## config.mk

```make
export PLATFORM = sky130hd
export DESIGN_NAME = vecirq_top
export DESIGN_NICKNAME = d
export VERILOG_FILES = /design/src/verilog/vecirq_pkg.sv /design/src/verilog/vecirq_top.sv
export SDC_FILE = /design/constraint.sdc
export NUM_CORES = 1
export LEC_CHECK = 0
export BUFFER_PORTS_ARGS = -buffer_cell sky130_fd_sc_hd__buf_2
export CAP_MARGIN = 20
export CORE_MARGIN = 2
export CORE_UTILIZATION = 50
export DETAILED_ROUTE_END_ITERATION = 10
export HOLD_SLACK_MARGIN = 0.02
export PLACE_DENSITY = 0.87
export SLEW_MARGIN = 20
export SYNTH_ARGS = -nofsm -noshare
export SYNTH_HDL_FRONTEND = slang
export SYNTH_SLANG_ARGS = --single-unit
export TNS_END_PERCENT = 5
```

## constraint.sdc

```tcl
create_clock -name ref_clk -period 4.68 [get_ports ref_clk]
set_clock_uncertainty 0.2 [all_clocks]
set_input_delay 0.468 -clock ref_clk [delete_from_list [all_inputs] [get_ports ref_clk]]
set_output_delay 0.468 -clock ref_clk [all_outputs]
set_load 0.01 [all_outputs]
```

## src/verilog/vecirq_pkg.sv

```systemverilog
`default_nettype none
package vecirq_pkg;
	// ------------------------------------------------------------
	// widths and reset values
	// ------------------------------------------------------------
	localparam int unsigned VEC_W     = 8;
	localparam int unsigned STAT_W    = 8;
	localparam logic [7:0]  VEC_RESET = 8'h0F;   // uninitialised-vector value
	localparam int unsigned SYNC_LEN  = 2;       // pin synchroniser depth

	// ------------------------------------------------------------
	// acknowledge cycle states
	// ------------------------------------------------------------
	typedef enum logic [1:0] {
		VECIRQ_IDLE,
		VECIRQ_DRIVE,
		VECIRQ_ACK
	} vecirq_state_e;
endpackage : vecirq_pkg
`default_nettype wire

```

## src/verilog/vecirq_top.sv

```systemverilog
// Contract
// (RULE1) on acknowledge, drive a vector onto data
// (RULE2) both vectors reset to 0Fh
// (RULE3) acknowledge alone starts response, no select
// (RULE4) assert transfer acknowledge once vector drives
// (RULE5) acknowledge release ends transfer acknowledge
// (RULE6) open-drain active-low request line
// (RULE7) release request only when all causes cleared
// (RULE8) host loads vectors with 40h to FFh
// (RULE9) host holds acknowledge; address is vector times 4
// (RULE10) host reads status, clears causes
// (RULE11) first cause picks first vector, else second
// (RULE12) masked status is status AND mask
// (RULE13) vector output only in vectored modes
// (RULE14) idle: bus undriven, transfer acknowledge high
`timescale 1ns/1ns
`default_nettype none
module vecirq_top
#(
	parameter int unsigned VEC_W  = vecirq_pkg::VEC_W,
	parameter int unsigned STAT_W = vecirq_pkg::STAT_W
) (
	input  wire logic              ref_clk,
	input  wire logic              nrst,
	input  wire logic              clk_en,
	input  wire logic              bus_mode_68,
	input  wire logic              vectored_submode,
	input  wire logic              irq_ack_in_n,
	input  wire logic [STAT_W-1:0] int_status_first,
	input  wire logic [STAT_W-1:0] int_status_second,
	input  wire logic [STAT_W-1:0] int_mask_first,
	input  wire logic [STAT_W-1:0] int_mask_second,
	input  wire logic              vec_wr_en,
	input  wire logic              vec_wr_sel,
	input  wire logic [VEC_W-1:0]  vec_wr_data,
	output logic [VEC_W-1:0]       data_out,
	output logic                   data_oe,
	output logic                   transfer_ack_n,
	output logic                   irq_out_n,
	output logic                   irq_out_oe,
	output logic [STAT_W-1:0]      masked_int_status_first,
	output logic [STAT_W-1:0]      masked_int_status_second,
	output logic [VEC_W-1:0]       vector_reg_first,
	output logic [VEC_W-1:0]       vector_reg_second
);
	// ------------------------------------------------------------
	// local sizes
	// ------------------------------------------------------------
	localparam int unsigned SYNC_LEN = vecirq_pkg::SYNC_LEN;

	// ------------------------------------------------------------
	// declarations
	// ------------------------------------------------------------
	// synchroniser chains, one per asynchronous pin
	logic [SYNC_LEN-1:0]       ack_sync_reg;
	logic [SYNC_LEN-1:0]       mode_sync_reg;

	// decoded conditions
	wire                       ack_active;
	wire                       vectored_mode;
	wire [STAT_W-1:0]          masked_first;
	wire [STAT_W-1:0]          masked_second;
	wire                       cause_first;
	wire                       cause_second;
	wire                       any_cause;
	wire [VEC_W-1:0]           chosen_vector;

	// vector write decode
	wire                       wr_first;
	wire                       wr_second;
	wire [VEC_W-1:0]           vector_first_next;
	wire [VEC_W-1:0]           vector_second_next;

	// acknowledge cycle control
	vecirq_pkg::vecirq_state_e state_reg;
	vecirq_pkg::vecirq_state_e state_next;
	wire                       in_idle;
	wire                       in_drive;
	wire                       in_ack;
	wire                       start_cycle;
	wire                       grant_ack;
	wire                       abort_cycle;
	wire                       finish_cycle;
	wire [VEC_W-1:0]           data_out_next;
	wire                       data_oe_next;
	wire                       transfer_ack_n_next;

	// ------------------------------------------------------------
	// functions
	// ------------------------------------------------------------
	// true when the state register holds the given state
	function automatic logic state_is(
		input vecirq_pkg::vecirq_state_e cur,
		input vecirq_pkg::vecirq_state_e want
	);
		state_is = (cur == want);
	endfunction : state_is

	// next state of the acknowledge cycle; the spare code falls back to idle
	function automatic vecirq_pkg::vecirq_state_e step_state(
		input vecirq_pkg::vecirq_state_e cur,
		input logic                      ack,
		input logic                      vmode
	);
		unique case (cur)
			vecirq_pkg::VECIRQ_IDLE: begin
				step_state = (ack && vmode) ? vecirq_pkg::VECIRQ_DRIVE : vecirq_pkg::VECIRQ_IDLE;
			end
			vecirq_pkg::VECIRQ_DRIVE: begin
				step_state = ack ? vecirq_pkg::VECIRQ_ACK : vecirq_pkg::VECIRQ_IDLE;
			end
			vecirq_pkg::VECIRQ_ACK: begin
				step_state = ack ? vecirq_pkg::VECIRQ_ACK : vecirq_pkg::VECIRQ_IDLE;
			end
			default: begin
				step_state = vecirq_pkg::VECIRQ_IDLE;
			end
		endcase
	endfunction : step_state

	// ------------------------------------------------------------
	// pin synchronisers
	// ------------------------------------------------------------
	// first stage only feeds the second; ack and mode pins are from another domain
	always_ff @(posedge ref_clk) begin
		if (!nrst) begin
			ack_sync_reg  <= '1;                  // idle high, so no false acknowledge after reset
			mode_sync_reg <= '0;
		end else if (clk_en) begin
			ack_sync_reg  <= {ack_sync_reg[0], irq_ack_in_n};
			mode_sync_reg <= {mode_sync_reg[0], bus_mode_68};
		end
	end

	// ------------------------------------------------------------
	// decode
	// ------------------------------------------------------------
	// chip select is deliberately not an input: acknowledge alone is enough
	assign ack_active    = ~ack_sync_reg[SYNC_LEN-1];                   // see (RULE3)
	assign vectored_mode = mode_sync_reg[SYNC_LEN-1] | vectored_submode; // see (RULE13)

	// masked-out conditions never reach the request line
	assign masked_first  = int_status_first & int_mask_first;           // see (RULE12)
	assign masked_second = int_status_second & int_mask_second;         // see (RULE12)
	assign cause_first   = |masked_first;
	assign cause_second  = |masked_second;
	assign any_cause     = cause_first | cause_second;

	// first group wins when both have a cause; host then services it first
	assign chosen_vector = cause_first ? vector_reg_first : vector_reg_second; // see (RULE11)

	// ------------------------------------------------------------
	// vector storage, plain read/write in non-vectored mode
	// ------------------------------------------------------------
	// a write during an acknowledge cycle leaves the latched bus value alone
	assign wr_first           = vec_wr_en & ~vec_wr_sel;
	assign wr_second          = vec_wr_en & vec_wr_sel;
	assign vector_first_next  = wr_first ? vec_wr_data : vector_reg_first;
	assign vector_second_next = wr_second ? vec_wr_data : vector_reg_second;

	// both vectors start at the uninitialised value
	always_ff @(posedge ref_clk) begin
		if (!nrst) begin
			vector_reg_first  <= vecirq_pkg::VEC_RESET;   // see (RULE2)
			vector_reg_second <= vecirq_pkg::VEC_RESET;   // see (RULE2)
		end else if (clk_en) begin
			vector_reg_first  <= vector_first_next;
			vector_reg_second <= vector_second_next;
		end
	end

	// ------------------------------------------------------------
	// request line and masked status
	// ------------------------------------------------------------
	// pull low while any enabled cause stands; release only when all clear
	// the pin value is always low, the enable alone decides the line level
	always_ff @(posedge ref_clk) begin
		if (!nrst) begin
			irq_out_n                <= 1'h0;
			irq_out_oe               <= 1'h0;
			masked_int_status_first  <= '0;
			masked_int_status_second <= '0;
		end else if (clk_en) begin
			irq_out_n                <= 1'h0;            // open drain: only ever pulls low, see (RULE6)
			irq_out_oe               <= any_cause;       // see (RULE7)
			masked_int_status_first  <= masked_first;    // see (RULE12)
			masked_int_status_second <= masked_second;   // see (RULE12)
		end
	end

	// ------------------------------------------------------------
	// acknowledge cycle decode
	// ------------------------------------------------------------
	// vector is placed one cycle before transfer acknowledge so data is settled
	assign in_idle      = state_is(state_reg, vecirq_pkg::VECIRQ_IDLE);
	assign in_drive     = state_is(state_reg, vecirq_pkg::VECIRQ_DRIVE);
	assign in_ack       = state_is(state_reg, vecirq_pkg::VECIRQ_ACK);
	assign start_cycle  = in_idle & ack_active & vectored_mode;      // see (RULE13)
	assign grant_ack    = in_drive & ack_active;
	assign abort_cycle  = in_drive & ~ack_active;
	assign finish_cycle = in_ack & ~ack_active;
	assign state_next   = step_state(state_reg, ack_active, vectored_mode);

	// the vector is frozen at the start so a late cause cannot change the bus
	assign data_out_next       = start_cycle ? chosen_vector : data_out;         // see (RULE1)
	assign data_oe_next        = start_cycle | (data_oe & ~(abort_cycle | finish_cycle)); // see (RULE1) (RULE14)
	// transfer acknowledge only after a full cycle with data standing
	assign transfer_ack_n_next = grant_ack ? 1'h0 :                             // see (RULE4)
	                             finish_cycle ? 1'h1 : transfer_ack_n;          // see (RULE5)

	// ------------------------------------------------------------
	// acknowledge cycle registers
	// ------------------------------------------------------------
	// outside a cycle the bus is released and transfer acknowledge stays high
	always_ff @(posedge ref_clk) begin
		if (!nrst) begin
			state_reg      <= vecirq_pkg::VECIRQ_IDLE;
			data_out       <= '0;
			data_oe        <= 1'h0;                   // see (RULE14)
			transfer_ack_n <= 1'h1;                   // see (RULE14)
		end else if (clk_en) begin
			state_reg      <= state_next;
			data_out       <= data_out_next;
			data_oe        <= data_oe_next;
			transfer_ack_n <= transfer_ack_n_next;
		end
	end
endmodule : vecirq_top
`default_nettype wire

```

==> impl_summary.log, run 1 <==
INFO  metric postCtsSetupBuffers = 0
INFO  metric max_slew_margin = 51.6%
INFO  metric power.net_switching = between 0.2 and 0.25 mW
INFO  metric drtIter0Drc = 115
INFO  metric die_w = 69.0 um
INFO  metric vias_per_cell = ~5.4
INFO  metric synth_enable_flop_cells = 0
INFO  metric worst-endpoint-arrival = ~2 ns
INFO  metric dieArea = 0.00476 mm^2
INFO  metric dp_hpwl = 3580 um
INFO  metric power.share.switching = 26.2%
INFO  metric cap_viol_max_count = 0
INFO  metric worstPathBufferInverterCount = 1
INFO  metric timing_worst_setup_path_type = in2reg
INFO  metric worstPathMaxFanout = 48
INFO  metric syn_inst = 240
INFO  metric library_cell_occupying_the_most_area_in_the_post_synthesis_netlist = dfxtp_1
INFO  metric status = finished clean
INFO  metric antennaDiodeCount = 0
INFO  metric ys_top_cells_by_area = dfxtp_1 (46%), a21boi_1 (7.5%), nand2_1 (6.7%)
INFO  metric syn_nets = 292
INFO  metric core_area = 0.00403 mm^2
INFO  metric yosysSeqAreaShare = 46.4%
INFO  metric core.rowCount = 23
INFO  metric starting_density_of_the_core = 52.5%
INFO  metric avgRoutedWirePerCell = between 10 and 15 um
INFO  metric power_leakage = 1.19 nW
INFO  metric grt_remaining_overflow = 0
INFO  metric drc_errors = 0
INFO  metric powerDensity = 299 mW/mm^2
INFO  metric timing.final.crit_share = between 40% and 50%
INFO  metric cp_slowest_stage_delay = between 0.5 and 0.6 ns
INFO  metric route.vias.total = 2006
INFO  metric cts_inserted_buffers = 5
INFO  metric mappedNetlistArea = 0.00211 mm^2
INFO  metric grt_first_pass_wirelength = 8560 um
INFO  metric cts_tree = done
INFO  metric worst_skew_pair.late_latency = 0.31 ns
INFO  metric synth_top_cell_area_share = 46.4%
INFO  metric vias_in_the_first_global_route = roughly 1.8k
INFO  metric setup-tns-final = 0 ns
INFO  metric combPwrFrac = 12.5%
INFO  metric fillerInstances = 364
INFO  metric crit_chain = buf_2 > and3b_1 > o21ai_2 > nor4_1 > a211oi_1
INFO  metric timing.final.setup_violations = 0
INFO  metric cts_resized = 0
INFO  metric firstDrtPassIters = 4
INFO  metric worst_setup_path_end_kind = flip-flop
INFO  metric clock_sinks = 49
INFO  metric average_footprint_of_a_synthesized_cell = ~8.8 um^2
INFO  metric synthToLayoutAreaGrowth = 24.7%
INFO  metric critical_path.slowest_cell = buf_2
INFO  metric place.port_buffers = 90
INFO  metric num-nets-final = 374
INFO  metric timing.hold.worst.class = in2reg
INFO  metric power.internal = 0.582 mW
INFO  metric antenna_violations_before_repair = 0
INFO  metric hold_viol_final = 0
INFO  metric final_core_utilization = 65.4%
INFO  metric clkTransAtPathRegs = 0.09 ns
INFO  metric cts.root.buffer_cell = clkbuf_8
INFO  metric postSynthRegisterBits = 49
INFO  metric gr-usage-all-layers = 22.1%
INFO  metric post-synth-top-count-cell = dfxtp_1
INFO  metric synth_flop_cell = dfxtp_1
INFO  metric netlist_top_cells_count = dfxtp_1 (49), nand2_1 (38), nand3_1 (25)
INFO  metric fmax = 492 MHz
INFO  metric synth.yosys.warnings = 0
INFO  metric crit_path_start_kind = input pin
INFO  metric p_seq_share = 55.8%
INFO  metric slew_violations = 0
INFO  metric cpLargestDelayFamily = simple AND/OR/NAND/NOR gates
INFO  metric design.portCount = 92
INFO  metric cts-hold-fix-buffers = 0
INFO  metric die-height = 69.0 um
INFO  metric post_synth_num_cell_types = 38
INFO  metric clock_power_share = 31.7%
INFO  metric cts_max_path_buffers = 2
INFO  metric async_flop_share = 0%
INFO  metric max_slew.worst_pin.slew = 0.725 ns
INFO  metric grt_setup_unrepaired = no
INFO  metric wire_length_after_detailed_routing = 5020 um
INFO  metric cp_data_required_time = 4.66 ns
INFO  metric htree_levels = 2
INFO  metric fin_worst_hold_slack = 0.178 ns
INFO  metric drive_gt1_share = between 30% and 40%
INFO  metric final_gp_congestion = approximately 0.8
INFO  metric largest_net_degree_at_the_start_of_global_routing = 50
INFO  metric final.min_clock_period = 2.03 ns
INFO  metric vdd_ir_drop_max = 0.225 mV
INFO  metric ant_nets = 0
==> through the flow <==
step | cells | power (mW) | worst slack [ns] | instance area [um^2]
2_1_floorplan | 240 | 0.503 | 3.02 | 2110
3_3_place_gp | 365 | 0.546 | 2.44 | 2550
3_5_place_dp | 365 | 0.549 | 2.36 | 2550
4_1_cts | 373 | 0.795 | 2.67 | 2640
5_1_grt | 373 | 0.827 | 2.49 | 2640
6_report | 373 | 0.789 | 2.65 | 2640
==> cell usage in the layout, fill, tap and decap left out, drive strengths merged <==
cell	n
buf	90
dfxtp	49
nand2	40
nand3	25
a21boi	25
nand2b	16
o21ai	11
nor2	10
nor4	8
a211oi	8
clkbuf	6
mux2i	4
ha	4
a22oi	4
inv	3
or2	2
o21a	2
nor2b	2
a21oi	2
and3b	1
and2	1
and3	1
a222oi	1
a22o	1
a221oi	1
nand4	1
o221a	1
o211ai	1
nor4bb	1
conb	1
clkinv	1
==> cell type report <==
| class | instances | area [um^2] | area share, % |
|---|---|---|---|
| inverters | 2 | 7.51 | 0.285 |
| well taps | 50 | 62.6 | 2.37 |
| repair buffers | 90 | 450 | 17.1 |
| clock inverters | 2 | 13.8 | 0.522 |
| flip-flops and latches | 49 | 981 | 37.2 |
| clock buffers | 6 | 72.6 | 2.75 |
| multi-input cells | 174 | 1050 | 39.7 |
==> worst paths after layout <==
path | depth (start not counted) | endpoint | startpoint | slack [ns]
setup / recovery | 5 | data_out[5] | clk_en | 2.65
hold / removal | 3 | vector_reg_second[2] | vec_wr_data[2] | 0.18
setup reg to reg | 6 | data_out[5] | state_reg[0] | 2.85
hold reg to reg | 2 | data_oe | data_oe | 0.25
==> power by group through the flow <==
stage / logic [mW] / registers (mW) / clock network (mW)
after CTS: 0.0991 / 0.441 / 0.256
final: 0.0985 / 0.441 / 0.250
after floorplan: 0.0475 / 0.455 / 0
after global routing: 0.110 / 0.443 / 0.274
after global placement: 0.0964 / 0.450 / 0
after detailed placement: 0.0983 / 0.450 / 0
==> worst reg2reg max path: stages, from the launching register on <==
cell,delay [ns]
dfxtp_1,0.38
inv_1,0.10
ha_1,0.19
and3b_1,0.18
o21ai_2,0.28
nor4_1,0.15
a211oi_1,0.26
==> metal layers <==
layer	global-route usage (%)	wire, um	vias up
met3	7.75	439	5
li1	-	-	1009
met5	0	0	-
met2	31.7	2270	77
met4	8.71	66	0
met1	30.2	2250	915
==> cells by family (layout without fill, tap and decap cells) <==
family / after synthesis / in the layout / share of synthesized area, %
compound gates: 57 / 57 / 20.0
fa+ha+maj: 4 / 4 / 2.37
buf+inv: 17 / 100 / 4.03
flops: 49 / 49 / 46.4
mux: 4 / 4 / 1.89
other cells: 1 / 1 / 0.177
simple gates: 108 / 108 / 25.1
Note: power is estimated with default switching activity, not from simulation.
==> inputs of run 2 (changes only) <==
--- a/config.mk
+++ b/config.mk
@@ -5,13 +5,14 @@
 export SDC_FILE = /design/constraint.sdc
 export NUM_CORES = 1
 export LEC_CHECK = 0
+export ABC_AREA = 1
 export BUFFER_PORTS_ARGS = -buffer_cell sky130_fd_sc_hd__buf_2
 export CAP_MARGIN = 20
 export CORE_MARGIN = 2
-export CORE_UTILIZATION = 50
+export CORE_UTILIZATION = 46
 export DETAILED_ROUTE_END_ITERATION = 10
 export HOLD_SLACK_MARGIN = 0.02
-export PLACE_DENSITY = 0.87
+export PLACE_DENSITY = 0.82
 export SLEW_MARGIN = 20
 export SYNTH_ARGS = -nofsm -noshare
 export SYNTH_HDL_FRONTEND = slang
==> constraint.sdc (replaced) <==
create_clock -name ref_clk -period 2.13 [get_ports ref_clk]
set_clock_uncertainty 0.2 [all_clocks]
set_input_delay 0.213 -clock ref_clk [delete_from_list [all_inputs] [get_ports ref_clk]]
set_output_delay 0.213 -clock ref_clk [all_outputs]
set_load 0.01 [all_outputs]
==> run 2 against run 1 <==
Net effect: utilization up 4.8 points; global-route usage up 3.6 points; sequential power up 120%; sequential share of layout area down 4.7 points; design area up 14%; sequential cell count unchanged; combinational power rose to 3.4 times the previous value; total power up 140%; clock power up 110%; critical endpoint is now data_out[0]; largest cell class is now flip-flops and latches; highest routed layer unchanged.
==> impl_summary.log, run 2 <==
INFO  metric status = finished clean
INFO  metric power.net_switching = 0.506 mW (+140%)
INFO  metric dieArea = 0.00492 mm^2 (+3.4%)
INFO  metric mappedNetlistArea = 0.00201 mm^2 (-4.7%)
INFO  metric synth_enable_flop_cells = 0 (unchanged)
INFO  metric mostFrequentLayoutCell = buf_2
INFO  metric ant_nets = 0 (unchanged)
INFO  metric firstDrtPassIters = 7 (+3)
INFO  metric finish.cell_count_without_fillers = 458 (+23%)
INFO  metric worst_setup_path_end_kind = flip-flop
INFO  metric cts_tree = done
INFO  metric die-height = 70.2 um (+1.7%)
INFO  metric synthToLayoutAreaGrowth = 49.8%
INFO  metric synth.yosys.warnings = 0 (unchanged)
INFO  metric max_slew_margin = 63.8% (+12 points)
INFO  metric most-common-layout-cells = buf_2 (90), nand2_1 (69), dfxtp_1 (49)
INFO  metric combPwrFrac = 18.0% (+5.5 points)
INFO  metric grt_setup_unrepaired = no
INFO  metric timing.hold.worst.class = in2reg
INFO  metric post_synth_num_cell_types = 24 (-37%)
INFO  metric clkTransAtPathRegs = 0.09 ns (about the same)
INFO  metric antenna_violations_before_repair = 0 (unchanged)
INFO  metric antennaDiodeCount = 0 (unchanged)
INFO  metric place_ws = 0.410 ns (-1.95 ns)
INFO  metric final_gp_congestion = 0.848 (+5.9%)
INFO  metric route.vias.total = 2376 (+18%)
INFO  metric syn_nets = 323 (+11%)
INFO  metric clock_sinks = 49 (unchanged)
INFO  metric drive_gt1_share = 27.6% (-4.3 points)
INFO  metric cap_viol_max_count = 0 (unchanged)
INFO  metric timing_worst_setup_path_type = reg2reg
INFO  metric dp_hpwl = 3770 um (+5.3%)
INFO  metric postSynthRegisterBits = 49 (unchanged)
INFO  metric crit_top_cell = inv_1
INFO  metric ys_top_cells_by_area = dfxtp_1 (49%), nand2_1 (13%), nand3_1 (6.7%)
INFO  metric die_w = 70.2 um (+1.7%)
INFO  metric slew_violations = 0 (unchanged)
INFO  metric power_leakage = 1.52 nW (+28%)
INFO  metric p_seq_share = 53.4% (-2.4 points)
INFO  metric avgRoutedWirePerCell = 13.6 um (+1.1%)
INFO  metric place.port_buffers = 90 (unchanged)
INFO  metric grt_remaining_overflow = 0 (unchanged)
INFO  metric largest_net_degree_at_the_start_of_global_routing = 34 (-32%)
INFO  metric power.internal = 1.35 mW (+130%)
INFO  metric post-synth-top-count-cell = nand2_1
INFO  metric critical_path.slowest_cell = nor3_4
INFO  metric fin_worst_hold_slack = 0.0838 ns (-0.0946 ns)
INFO  metric vdd_ir_drop_max = 0.420 mV (+86%)
INFO  metric crit_chain = inv_1 > ha_1 > inv_1 > nor3_4 > buf_4 > nor2_1 > nor2_1 > nand2_1 > inv_1
INFO  metric worst-endpoint-arrival = 1.79 ns (-0.22 ns)
INFO  metric vias_in_the_first_global_route = 2309 (+31%)
INFO  metric powerDensity = 616 mW/mm^2 (+110%)
INFO  metric cts-hold-fix-buffers = 42 (+42)
INFO  metric timing.final.setup_violations = 0 (unchanged)
INFO  metric setup_ws = 0.388 ns (-2.26 ns)
INFO  metric synth_top_cell_area_share = 48.7% (+2.3 points)
INFO  metric wire_length_after_detailed_routing = 6240 um (+24%)
INFO  metric drc_errors = 0 (unchanged)
INFO  metric timing.final.crit_share = between 80% and 90%
INFO  metric average_footprint_of_a_synthesized_cell = 7.43 um^2 (-16%)
INFO  metric cts_max_path_buffers = 2 (unchanged)
INFO  metric placed_cells = 408 (+12%)
INFO  metric core_area = 0.00429 mm^2 (+6.6%)
INFO  metric synth_flop_cell = dfxtp_1
INFO  metric cts_inserted_buffers = 5 (unchanged)
INFO  metric cp_data_required_time = 2.18 ns (-2.48 ns)
INFO  metric worst_skew_pair.late_latency = 0.30 ns (about the same)
INFO  metric library_cell_occupying_the_most_area_in_the_post_synthesis_netlist = dfxtp_1
INFO  metric grt_first_pass_wirelength = 10100 um (+18%)
INFO  metric postCtsSetupBuffers = 0 (unchanged)
INFO  metric clock_power_share = 28.6% (-3.1 points)
INFO  metric gr-usage-all-layers = 25.7% (+3.6 points)
INFO  metric syn_inst = 271 (+13%)
INFO  metric netlist_top_cells_count = nand2_1 (69), dfxtp_1 (49), nor2_1 (30)
INFO  metric cts_resized = 0 (unchanged)
INFO  metric cpLargestDelayFamily = simple AND/OR/NAND/NOR gates
INFO  metric vias_per_cell = 5.19 (-3.5%)
INFO  metric async_flop_share = 0% (unchanged)
INFO  metric worstPathBufferInverterCount = 4 (+3)
INFO  metric max_slew.worst_pin.slew = 0.542 ns (-0.183 ns)
INFO  metric final.min_clock_period = ~1.7 ns
INFO  metric num-nets-final = 457 (+22%)
INFO  metric core.rowCount = 24 (+4.3%)
INFO  metric yosysSeqAreaShare = 48.7% (+2.3 points)
INFO  metric power.share.switching = 27.2% (+0.99 points)
INFO  metric starting_density_of_the_core = 46.9% (-5.5 points)
INFO  metric htree_levels = 2 (unchanged)
INFO  metric hold_viol_final = 0 (unchanged)
INFO  metric cts.root.buffer_cell = clkbuf_8
INFO  metric worstPathMaxFanout = 9 (-81%)
INFO  metric cp_slowest_stage_delay = 0.36 ns (-0.20 ns)
INFO  metric drtIter0Drc = 219 (+90%)
INFO  metric fmax = 574 MHz
INFO  metric setup-tns-final = 0 ns (unchanged)
INFO  metric design.portCount = 92 (unchanged)
INFO  metric crit_path_start_kind = flip-flop
## run 2: cells by family after synthesis
kind of cell	share of synthesized area, %
other	0.186
AND/OR/NAND/NOR	29.5
AO/OA/AOI/OAI	12.5
buffers and inverters	6.58
adder cells (fa/ha/maj)	2.48
flip-flops	48.7
## run 2: final cells by class
cell class                 instances  area (um^2)
tap                               52         65.1
clock buffer                       6         72.6
clock inverter                     2         10.0
fill                             322         1280
timing repair buffer             138          916
inverter                          19         71.3
sequential                        49          981
multi-input combinational        192          901
## run 2: worst register-to-register path, cell delays in order, from the launching register on
cell	delay, ns
dfxtp_1	0.34
inv_1	0.09
ha_1	0.15
inv_1	0.06
nor3_4	0.36
buf_4	0.24
nor2_1	0.06
nor2_1	0.08
nand2_1	0.06
inv_1	0.04
## run 2: through the flow
stage / instance area [um^2] / utilization [%] / power, mW
2_1_floorplan: 2010 / - / 1.15
3_3_place_gp: 2510 / 58.5 / 1.27
3_5_place_dp: 2510 / 58.5 / 1.27
4_1_cts: 3020 / 70.3 / 1.85
5_1_grt: 3020 / 70.3 / 1.94
6_report: 3020 / 70.3 / 1.86
## run 2: final timing paths
| path | startpoint | end | slack [ns] | cells past startpoint |
|---|---|---|---|---|
| max | state_reg[1] | data_out[0] | 0.39 | 9 |
| min | int_mask_second[3] | irq_out_oe | 0.08 | 5 |
| max reg2reg | state_reg[1] | data_out[0] | 0.39 | 9 |
| min reg2reg | data_oe | data_oe | 0.27 | 2 |
## run 2: power groups by stage
stage / Clock (mW) / Combinational, mW / Sequential (mW)
finish: 0.532 / 0.335 / 0.991
global route: 0.575 / 0.365 / 0.996
CTS: 0.532 / 0.324 / 0.990
detailed placement: 0 / 0.264 / 1.01
global placement: 0 / 0.259 / 1.01
floorplan: 0 / 0.126 / 1.03
## run 2: routing by layer
layer  wire (um)  GRT usage (%)  up-vias
met3         397           5.34       26
met4         223           11.5        0
met1        2370           28.3     1078
met5           0              0        -
met2        3250           47.0      131
li1            -              -     1141
